`src/rtl/sar_adc_defines.svh`:
```
// constants for the successive-approximation converter control block
// What this block does
// - read/convert falling with select low starts conversion
// - read/convert rising with select low drives outputs
// - select falling with read/convert low starts conversion
// - select falling with read/convert high enables read
// - outputs released when select high or read/convert low
// - half-swap select exchanges upper and lower byte lanes
// - busy stays low for the whole conversion
// - result valid in latches when busy rises
// - both inputs low at busy rise restarts
// - approximation register cleared before first bit decision
// - start requests ignored while a conversion runs
// - bits resolved one at a time, top down
// - whole approximation register copied into output latches
// - result presented in two's complement form
// - internal clock gives about 2.0 us conversion
`ifndef SAR_ADC_DEFINES_SVH
`define SAR_ADC_DEFINES_SVH

// ----------------------------------------
// timing
// ----------------------------------------
`define CLK_PERIOD_NS 40
`define CONV_TIME_NS 2300
`define STEP_COUNT 18
`define TICK_CYCLES ((`CONV_TIME_NS) / ((`CLK_PERIOD_NS) * (`STEP_COUNT)))
`define ACQ_TIME_NS 1500
`define ACQ_CYCLES ((`ACQ_TIME_NS + `CLK_PERIOD_NS - 1) / `CLK_PERIOD_NS)

// ----------------------------------------
// data layout and reset values
// ----------------------------------------
`define RESULT_WIDTH 16
`define FIFO_DEPTH 16
`define MSB_INDEX 4'hf
`define MSB_TRIAL 16'h8000
`define SIGN_FLIP 16'h8000
`define LATCH_RESET 16'h0000
`define HALF_LO 7
`define HALF_HI 8

`endif

```
`src/rtl/sar_adc_pkg.sv`:
```
// types shared by the converter control block
package sar_adc_pkg;

   typedef enum logic [1:0] {
      CONV_IDLE,
      CONV_CLEAR,
      CONV_DECIDE,
      CONV_LOAD
   } conv_state_type;

   typedef struct packed {
      logic cs_n;
      logic rd_conv;
      logic half_swap;
   } host_pins_type;

   typedef struct packed {
      logic [15:0] data;
      logic oe_n;
   } bus_drive_type;

endpackage : sar_adc_pkg

```
`src/rtl/fall_detect.sv`:
```
// falling edge detector for one synchronous input
`timescale 1ns/1ps
module fall_detect (
   // clock and reset
   input wire logic sys_clk,
   input wire logic srst,
   // level in, pulse out
   input wire logic level,
   output logic fell
);
   typedef struct packed {
      logic prev;
   } fall_state_type;

   fall_state_type st;
   fall_state_type next_st;

   always_comb begin
      next_st = st;
      next_st.prev = level;
   end

   // idle level of the host strobes is high, so reset there
   always_ff @(posedge sys_clk) begin
      if (srst) begin
         st <= '{prev: 1'b1};
      end else begin
         st <= next_st;
      end
   end

   assign fell = st.prev & ~level;

endmodule : fall_detect

```
`src/rtl/result_fifo.sv`:
```
// result word FIFO with valid/ready on both sides
`timescale 1ns/1ps
module result_fifo #(
   parameter int WIDTH = 16,
   parameter int DEPTH = 16
) (
   // clock and reset
   input wire logic sys_clk,
   input wire logic srst,
   // fill side
   input wire logic [WIDTH-1:0] in_data,
   input wire logic in_valid,
   output logic in_ready,
   // drain side
   output logic [WIDTH-1:0] out_data,
   output logic out_valid,
   input wire logic out_ready
);
   localparam int AW = $clog2(DEPTH);

   typedef struct packed {
      logic [DEPTH-1:0][WIDTH-1:0] mem;
      logic [AW-1:0] wr_ptr;
      logic [AW-1:0] rd_ptr;
      logic [AW:0] count;
   } fifo_state_type;

   fifo_state_type st;
   fifo_state_type next_st;
   logic push;
   logic pop;

   assign in_ready = (st.count != (AW + 1)'(DEPTH));
   assign out_valid = (st.count != '0);
   assign out_data = st.mem[st.rd_ptr];
   assign push = in_valid & in_ready;
   assign pop = out_valid & out_ready;

   always_comb begin
      next_st = st;
      if (push) begin
         next_st.mem[st.wr_ptr] = in_data;
         next_st.wr_ptr = st.wr_ptr + 1'b1;
      end
      if (pop) begin
         next_st.rd_ptr = st.rd_ptr + 1'b1;
      end
      next_st.count = st.count + (AW + 1)'(push) - (AW + 1)'(pop);
   end

   always_ff @(posedge sys_clk) begin
      if (srst) begin
         st <= '0;
      end else begin
         st <= next_st;
      end
   end

endmodule : result_fifo

```
`src/rtl/sar_adc_control.sv`:
```
// conversion sequencer and parallel readout of the converter
`timescale 1ns/1ps
`include "sar_adc_defines.svh"
module sar_adc_control (
   // clock and reset
   input wire logic sys_clk,
   input wire logic srst,
   // host control pins
   input wire sar_adc_pkg::host_pins_type host,
   // analog front end
   input wire logic comp_keep,
   output logic [15:0] dac_trial,
   // three-state result port and status
   output logic [15:0] result_out_bus,
   output logic result_out_oe_n,
   output logic busy_n,
   // result stream
   output logic [15:0] stream_data,
   output logic stream_valid,
   input wire logic stream_ready
);
   import sar_adc_pkg::*;

   // ----------------------------------------
   // state
   // ----------------------------------------
   typedef struct packed {
      conv_state_type state;
      logic [15:0] approximation_register;
      logic [15:0] trial;
      logic [3:0] bit_idx;
      logic [1:0] tick_cnt;
      logic [15:0] latch;
      logic busy_n;
      bus_drive_type drive;
   } ctrl_state_type;

   localparam ctrl_state_type CTRL_RESET = '{
      state: CONV_IDLE,
      approximation_register: 16'h0000,
      trial: 16'h0000,
      bit_idx: 4'h0,
      tick_cnt: 2'h0,
      latch: `LATCH_RESET,
      busy_n: 1'b1,
      drive: '{data: 16'h0000, oe_n: 1'b1}
   };

   ctrl_state_type st;
   ctrl_state_type next_st;

   logic cs_fell;
   logic rd_fell;
   logic start_req;
   logic tick;
   logic gate_low;
   logic push_valid;
   logic push_ready;
   logic [15:0] result_word;

   // ----------------------------------------
   // start detection
   // ----------------------------------------
   fall_detect u_cs_fall (
      .sys_clk(sys_clk),
      .srst(srst),
      .level(host.cs_n),
      .fell(cs_fell)
   );

   fall_detect u_rd_fall (
      .sys_clk(sys_clk),
      .srst(srst),
      .level(host.rd_conv),
      .fell(rd_fell)
   );

   // the two strobes act as one ORed start gate
   assign start_req = (rd_fell & ~host.cs_n)
                    | (cs_fell & ~host.rd_conv);
   assign gate_low = ~(host.cs_n | host.rd_conv);

   // ----------------------------------------
   // internal conversion clock
   // ----------------------------------------
   // one decision tick every TICK_CYCLES system cycles
   assign tick = (st.tick_cnt == 2'(`TICK_CYCLES - 1));

   // offset-binary register flipped to signed output
   assign result_word = st.approximation_register ^ `SIGN_FLIP;

   // ----------------------------------------
   // result buffer
   // ----------------------------------------
   assign push_valid = (st.state == CONV_LOAD);

   result_fifo #(
      .WIDTH(`RESULT_WIDTH),
      .DEPTH(`FIFO_DEPTH)
   ) u_fifo (
      .sys_clk(sys_clk),
      .srst(srst),
      .in_data(result_word),
      .in_valid(push_valid),
      .in_ready(push_ready),
      .out_data(stream_data),
      .out_valid(stream_valid),
      .out_ready(stream_ready)
   );

   // ----------------------------------------
   // next state
   // ----------------------------------------
   always_comb begin
      next_st = st;
      // drivers on only with select low and read/convert high
      next_st.drive.oe_n = host.cs_n | ~host.rd_conv;
      if (host.half_swap) begin
         next_st.drive.data = {st.latch[`HALF_LO:0], st.latch[15:`HALF_HI]};
      end else begin
         next_st.drive.data = st.latch;
      end
      unique case (st.state)
         CONV_IDLE: begin
            if (start_req) begin
               next_st.state = CONV_CLEAR;
               next_st.busy_n = 1'b0;
            end
         end
         CONV_CLEAR: begin
            // a start in this or any later step is simply not looked at
            next_st.approximation_register = 16'h0000;
            next_st.trial = `MSB_TRIAL;
            next_st.bit_idx = `MSB_INDEX;
            next_st.tick_cnt = 2'h0;
            next_st.busy_n = 1'b0;
            next_st.state = CONV_DECIDE;
         end
         CONV_DECIDE: begin
            if (tick) begin
               next_st.tick_cnt = 2'h0;
               next_st.approximation_register[st.bit_idx] = comp_keep;
               if (st.bit_idx == 4'h0) begin
                  next_st.state = CONV_LOAD;
               end else begin
                  next_st.bit_idx = st.bit_idx - 4'h1;
                  next_st.trial = next_st.approximation_register
                                | (16'h0001 << (st.bit_idx - 4'h1));
               end
            end else begin
               next_st.tick_cnt = st.tick_cnt + 2'h1;
            end
         end
         CONV_LOAD: begin
            // a full buffer holds busy low until the drain side catches up
            if (push_ready) begin
               next_st.latch = result_word;
               next_st.busy_n = 1'b1;
               next_st.trial = 16'h0000;
               if (gate_low) begin
                  next_st.state = CONV_CLEAR;
               end else begin
                  next_st.state = CONV_IDLE;
               end
            end
         end
      endcase
   end

   always_ff @(posedge sys_clk) begin
      if (srst) begin
         st <= CTRL_RESET;
      end else begin
         st <= next_st;
      end
   end

   // ----------------------------------------
   // outputs
   // ----------------------------------------
   assign dac_trial = st.trial;
   assign result_out_bus = st.drive.data;
   assign result_out_oe_n = st.drive.oe_n;
   assign busy_n = st.busy_n;

   // clear step, then sixteen decisions of one tick period each
   localparam int DECIDE_SPAN = `RESULT_WIDTH * `TICK_CYCLES + 1;
endmodule : sar_adc_control

```
`config.mk`:
```
export PLATFORM = sky130hd
export DESIGN_NAME = sar_adc_control
export DESIGN_NICKNAME = d
export VERILOG_FILES = /design/src/rtl/sar_adc_pkg.sv /design/src/rtl/fall_detect.sv /design/src/rtl/result_fifo.sv /design/src/rtl/sar_adc_control.sv
export VERILOG_INCLUDE_DIRS = /design/src /design/src/rtl
export SDC_FILE = /design/constraint.sdc
export NUM_CORES = 1
export LEC_CHECK = 0
export BUFFER_PORTS_ARGS = -buffer_cell sky130_fd_sc_hd__buf_2
export CAP_MARGIN = 20
export CORE_ASPECT_RATIO = 0.7
export CORE_MARGIN = 1
export CORE_UTILIZATION = 45
export CTS_BUF_LIST = sky130_fd_sc_hd__clkbuf_2 sky130_fd_sc_hd__clkbuf_4 sky130_fd_sc_hd__clkbuf_8
export CTS_CLUSTER_DIAMETER = 200
export DETAILED_ROUTE_END_ITERATION = 10
export PLACE_DENSITY_LB_ADDON = 0.25
export SLEW_MARGIN = 10
export SYNTH_ARGS = -nofsm -noshare
export SYNTH_HDL_FRONTEND = slang
export SYNTH_SLANG_ARGS = --single-unit
```
`constraint.sdc`:
```
create_clock -name sys_clk -period 3.7 [get_ports sys_clk]
set_input_delay 1.11 -clock sys_clk [delete_from_list [all_inputs] [get_ports sys_clk]]
set_output_delay 1.11 -clock sys_clk [all_outputs]
set_load 0.05 [all_outputs]
```
Word-level counts from Yosys, hierarchy flattened --
Index checks and enable logic that the tools add are counted.
Storage, ports and cells: logic and storage cells 103, output and inout bits 51, bits of input ports 7, register bits after elaboration 345
Cells by class: bitwise logic cells 13, reductions and logical operators 14, order comparisons 5, $add $sub $neg 6, equal/unequal tests 10, shift-type cells 1, multiplexer cells 24
Operator list (count):
- 256-bit bitwise mux | 1
- 16-bit binary-select mux with 4-bit select | 1
- 16-bit demux with 4-bit select | 1
- 16-bit two-way mux | 4
- 16-bit one-hot mux with 3 select lines | 1
- 38-bit two-way mux | 1
- 16-bit one-hot mux with 2 select lines | 1
- 20-bit two-way mux | 1
- 16-bit bitwise mux | 1
- 16-bit OR | 1
- 1-bit by 4-bit << shifter with 16-bit output (first input constant) | 1
- 4-bit by 5-bit < comparator with 1-bit output (second input constant) | 3
- 6-bit one-hot mux with 2 select lines | 1
- 2-bit != test (second input constant) | 5
- 4-bit by 1-bit adder with 4-bit output (second input constant) | 2
- 4-bit by 1-bit greater-or-equal comparator with 1-bit output (second input constant) | 2
- 2-bit two-way mux | 4
- 2-bit one-hot mux with 4 select lines | 1
- 4-bit AND reduction | 2
- 1-bit AND | 6
- 2-bit equality test (second input constant) | 3
- 3-bit AND reduction | 2
- 3-bit nonzero test | 2
- 5-bit by 1-bit adder with 5-bit output | 1
- 16 further kinds | 25

Depth between registers and ports, before layout --
depth after elaboration 9, depth in mapped cells 14, depth with buffers taken out 13

Cells and area by module --
A second synthesis with hierarchy kept.
Second synthesis, totals: cell total of the unflattened synthesis 1510, area, all modules 15737.6 um^2
By module, submodules not included:
- result_fifo | sequential area each 5385.2 um^2, area an instance 12021.5 um^2, cells an instance 1078, instances 1
- sar_adc_control | sequential area each 1481.4 um^2, area an instance 3646.0 um^2, cells an instance 426, instances 1
- fall_detect | sequential area each 20.0 um^2, area an instance 35.0 um^2, cells an instance 3, instances 2

Least setup slack after synthesis --
Ideal clock, no wire load.
path kind reg-to-reg, start register u_fifo.st[3] (netlist name), end register u_fifo.st[4] (netlist name), buffers on the path 1, data required time 3.630 ns, setup slack 0.572 ns, arrival time 3.058 ns, cell stages (with the launch flop) 15, period minus slack after synthesis 3.128 ns, library setup time 0.070 ns, cell sequence dfxtp_1 -> inv_1 -> ha_1 -> or4b_1 -> clkbuf_1 -> nand2_1 -> inv_1 -> ha_1 -> inv_1 -> ha_1 -> fa_1 -> a21oi_1 -> nor2_1 -> or3_1 -> a21oi_1
On the way: elaborated cells on any way between the ends 6, those cells by class add/sub (2); eq/ne (1); bitwise (2); reduce/logical (1)
RTL lines:
- from (decl) | RTL line result_fifo.sv:28 | fifo_state_type st;
- from (signal assigned) | RTL line result_fifo.sv:55 | st <= next_st;
- 5-bit nonzero test | RTL line result_fifo.sv:34 | assign out_valid = (st.count != '0);
- named net stream_valid | RTL line sar_adc_control.sv:19 | output logic stream_valid,
- 1-bit AND | RTL line result_fifo.sv:37 | assign pop = out_valid & out_ready;
- named net u_fifo.pop | RTL line result_fifo.sv:31 | logic pop;
- 5-bit by 1-bit subtractor with 5-bit output | RTL line result_fifo.sv:48 | next_st.count = st.count + (AW + 1)'(push) - (AW + 1)'(pop);
The timed path passes the listed nets, and every way through them passes these cells. A chain may end at the register's enable or synchronous reset.

Final worst setup path --
start register u_fifo.st[5] (netlist name), end output port stream_data[7]
On the way: longest elaborated chain between the ends 2
Ends and longest elaborated chain:
- 16-bit binary-select mux with 4-bit select | RTL line result_fifo.sv:35 | assign out_data = st.mem[st.rd_ptr];
- 16-bit two-way mux (not written as such) | RTL line result_fifo.sv:35
- to (decl) | RTL line sar_adc_control.sv:18 | output logic [15:0] stream_data,
No other way between the ends. The select of a mux whose other input is x is not followed.

==> out/qor.yml <==
outcome:
  outcome: "finished, final reports clean"
worst_setup_path:
  cp.required_ps: 2590
  critPathMaxStageDelay_ps: 560
  cp_cell_sequence: "buf_12 > clkbuf_16 > mux4_2 > mux4_2 > buf_8"
  cpMostUsedCell: "mux4_2"
  start_kind: "register"
  worstPathMaxFanout: 7
  rrSetupSlack_ps: 640
  critical_path_class: "reg -> out"
  worstPathArrival_ps: 2530
  worstReg2RegStart: "u_fifo.st[2]"
  slowest_stage: "mux4_2"
  worst_setup_path_end_kind: "primary output"
  r2r_cells: 13
  reg2reg_to: "u_fifo.st[4]"
grt:
  grt_max_degree: 131
  grt_overflow: 0
  global_route.usage.total: 0.223
  grt_pass1_vias: 10153
  antenna_found_initial: 0
  grt_pass1_wl_um: 60600
cts:
  htree_levels: 2
  cts_hold_repair.buffers: 0
  cts_root_buffer: "clkbuf_8"
  cts_num_sinks: 345
  clkTransAtPathRegs_ps: 70
  clk_latency_ps: 600
  cts_tree: "yes"
  cts_buffers: 52
  cts_buffer_depth: 3
floorplan:
  die_area_um2: 35600
  core_um2: 33900
  die_x_um: 225
  ioPinCount: 58
  die_y_um: 158
  start_util: 0.463
  rows: 56
min_path:
  hold_class: "reg -> reg"
  whs_path_depth: 1
  min_from: "dac_trial[9]"
  hold_path_end: "dac_trial[9]"
timing:
  max_freq_ghz: 0.275
  drv_slew: 0
  finalClockSkew_ps: 26.7
  worst_pin_slew_ps: 1010
  fin_crit_ps: 3640
  finalCritPeriodShare: 0.984
  setup_violations: 0
  hold_violations: 0
  slew_headroom: 0.324
drt:
  vias: 10739
  first_pass_iters: 5
  drtIter0Drc: 998
  wirelength_um: 40000
  antenna_left: 0
  viasPerCell: 5.49
  wl_per_cell_um: 20.5
  drc: 0
place:
  numPortBuffers: 57
  dp_hpwl_um: 24300
  dpl.cell_count: 1851
  place_congestion: 0.874
  placed_cell_area_um2: 16000
run:
  maxCapViolations: 0
yosys:
  netlist_instances: 1470
  synth_most_common_cell: "dfxtp_1"
  yosys_warnings: 0
  synth_top_area_frac: 0.440
  yosysSeqAreaShare: 0.440
  synth-seq-cells: 345
  synth_edf_count: 0
  netlist_top_cells_count: "dfxtp_1, nor2_1, mux2i_1"
  synth_fp_nets: 1501
  async_flop_share: 0
  syn_area_per_cell_um2: 10.7
  synth_area_leaders: "dfxtp_1, mux2i_1, mux4_2"
  netlist_area_um2: 15700
  yosys.area.top_type: "dfxtp_1"
  ys_types: 65
  ys_dominant_reg_cell: "dfxtp_1"
finish:
  utilization: 0.514
  fill_cells: 3025
  fin_area_um2: 17400
  fin_nets: 1484
  diodes: 0
  drive_gt1_frac: 0.199
  final_cells: 1955
  area_growth_pct: 11.0
pwr:
  power.density_nw_per_um2: 524
  peakVddDrop_mv: 0.245
  p_leak_nw: 8.24
## stage by stage
stage	TNS [ps]	power, mW	worst slack (ps)	hold WS, ps
2_1_floorplan	0	5.36	572	434
3_3_place_gp	0	5.65	564	446
3_5_place_dp	0	5.70	533	441
4_1_cts	-87.1	8.98	-31.5	466
5_1_grt	-33.8	9.58	-19.0	485
6_report	0	9.14	60.8	461
## state kept, by name, indices dropped and copies added, names as in the netlist
signal and flops:
dac_trial 16, u_fifo.st 269, u_rd_fall.st 1, busy_n 1
result_out_bus 16, u_cs_fall.st 1, result_word 15, st 25
result_out_oe_n 1
## area by class of cell
class	count	area [µm²]	area share
multi-input combinational	937	7860	0.451
sequential	345	6910	0.397
clock buffer	87	1070	0.0612
timing repair buffer	90	876	0.0503
tap	464	581	0.0333
inverter	27	101	0.00582
clock inverter	5	30.0	0.00172
## cell families after synthesis
| group | after synthesis | synth area share |
|---|---|---|
| AND/OR/NAND/NOR | 428 | 0.127 |
| buffers and inverters | 188 | 0.0597 |
| adder cells (fa/ha/maj) | 24 | 0.0196 |
| flip-flops | 345 | 0.440 |
| multiplexers | 368 | 0.299 |
| AO/OA/AOI/OAI | 108 | 0.0493 |
| XOR/XNOR | 9 | 0.00502 |
## where the power goes
| part | total (mW) | switching [mW] | internal, mW |
|---|---|---|---|
| Combinational | 1.98 | 1.14 | 0.835 |
| Clock | 3.25 | 1.45 | 1.80 |
| Sequential | 3.91 | 0.113 | 3.79 |
## worst max path at each step
stage	depth (start not counted)	endpoint	startpoint
6_report	5	stream_data[7]	u_fifo.st[5]
5_1_grt	5	stream_data[12]	u_fifo.st[5]
4_1_cts	4	stream_data[3]	u_fifo.st[5]
3_5_place_dp	4	stream_data[3]	u_fifo.st[5]
3_3_place_gp	4	stream_data[3]	u_fifo.st[5]
2_1_floorplan	14	u_fifo.st[4]	u_fifo.st[3]
## cell usage in the layout (no fill, tap or decap), types with 7 or more instances in the layout
| cell type | Yosys | layout |
|---|---|---|
| dfxtp_1 | 345 | 343 |
| nor2_1 | 298 | 298 |
| mux2i_1 | 283 | 283 |
| mux4_2 | 80 | 80 |
| clkbuf_8 | 0 | 66 |
| nand2_1 | 55 | 55 |
| buf_2 | 26 | 46 |
| a21oi_1 | 35 | 35 |
| inv_1 | 26 | 26 |
| ha_1 | 23 | 23 |
| clkbuf_4 | 1 | 22 |
| buf_4 | 40 | 17 |
| nand3b_1 | 9 | 9 |
| o2bb2ai_1 | 9 | 9 |
| nand4_4 | 9 | 9 |
| nand3_1 | 9 | 9 |
| o31a_1 | 8 | 8 |
| or3_1 | 8 | 8 |
| buf_6 | 6 | 8 |
| o21ai_0 | 7 | 7 |
| nand4_2 | 7 | 7 |
## repair_timing
action	in CTS	in global routing
buffers inserted	0	6
endpoints found under the setup margin	16	16
gates cloned	0	6
resized for setup	13	15
endpoints found under the hold margin	0	0
## critical path: cells and delay by family, from the launching register on
kind | cells | cell delay (ps)
muxes | 2 | 1060
buffers and inverters | 3 | 490
DFF | 1 | 400
## metal layers
layer  GRT usage  routed length, µm  up-vias
li1            -                  -     5084
met2       0.335              17600      292
met5           0                  0        -
met3      0.0511               2650       44
met1       0.321              19200     5319
met4      0.0570                516        0
Note: power is estimated with default switching activity, not from simulation.
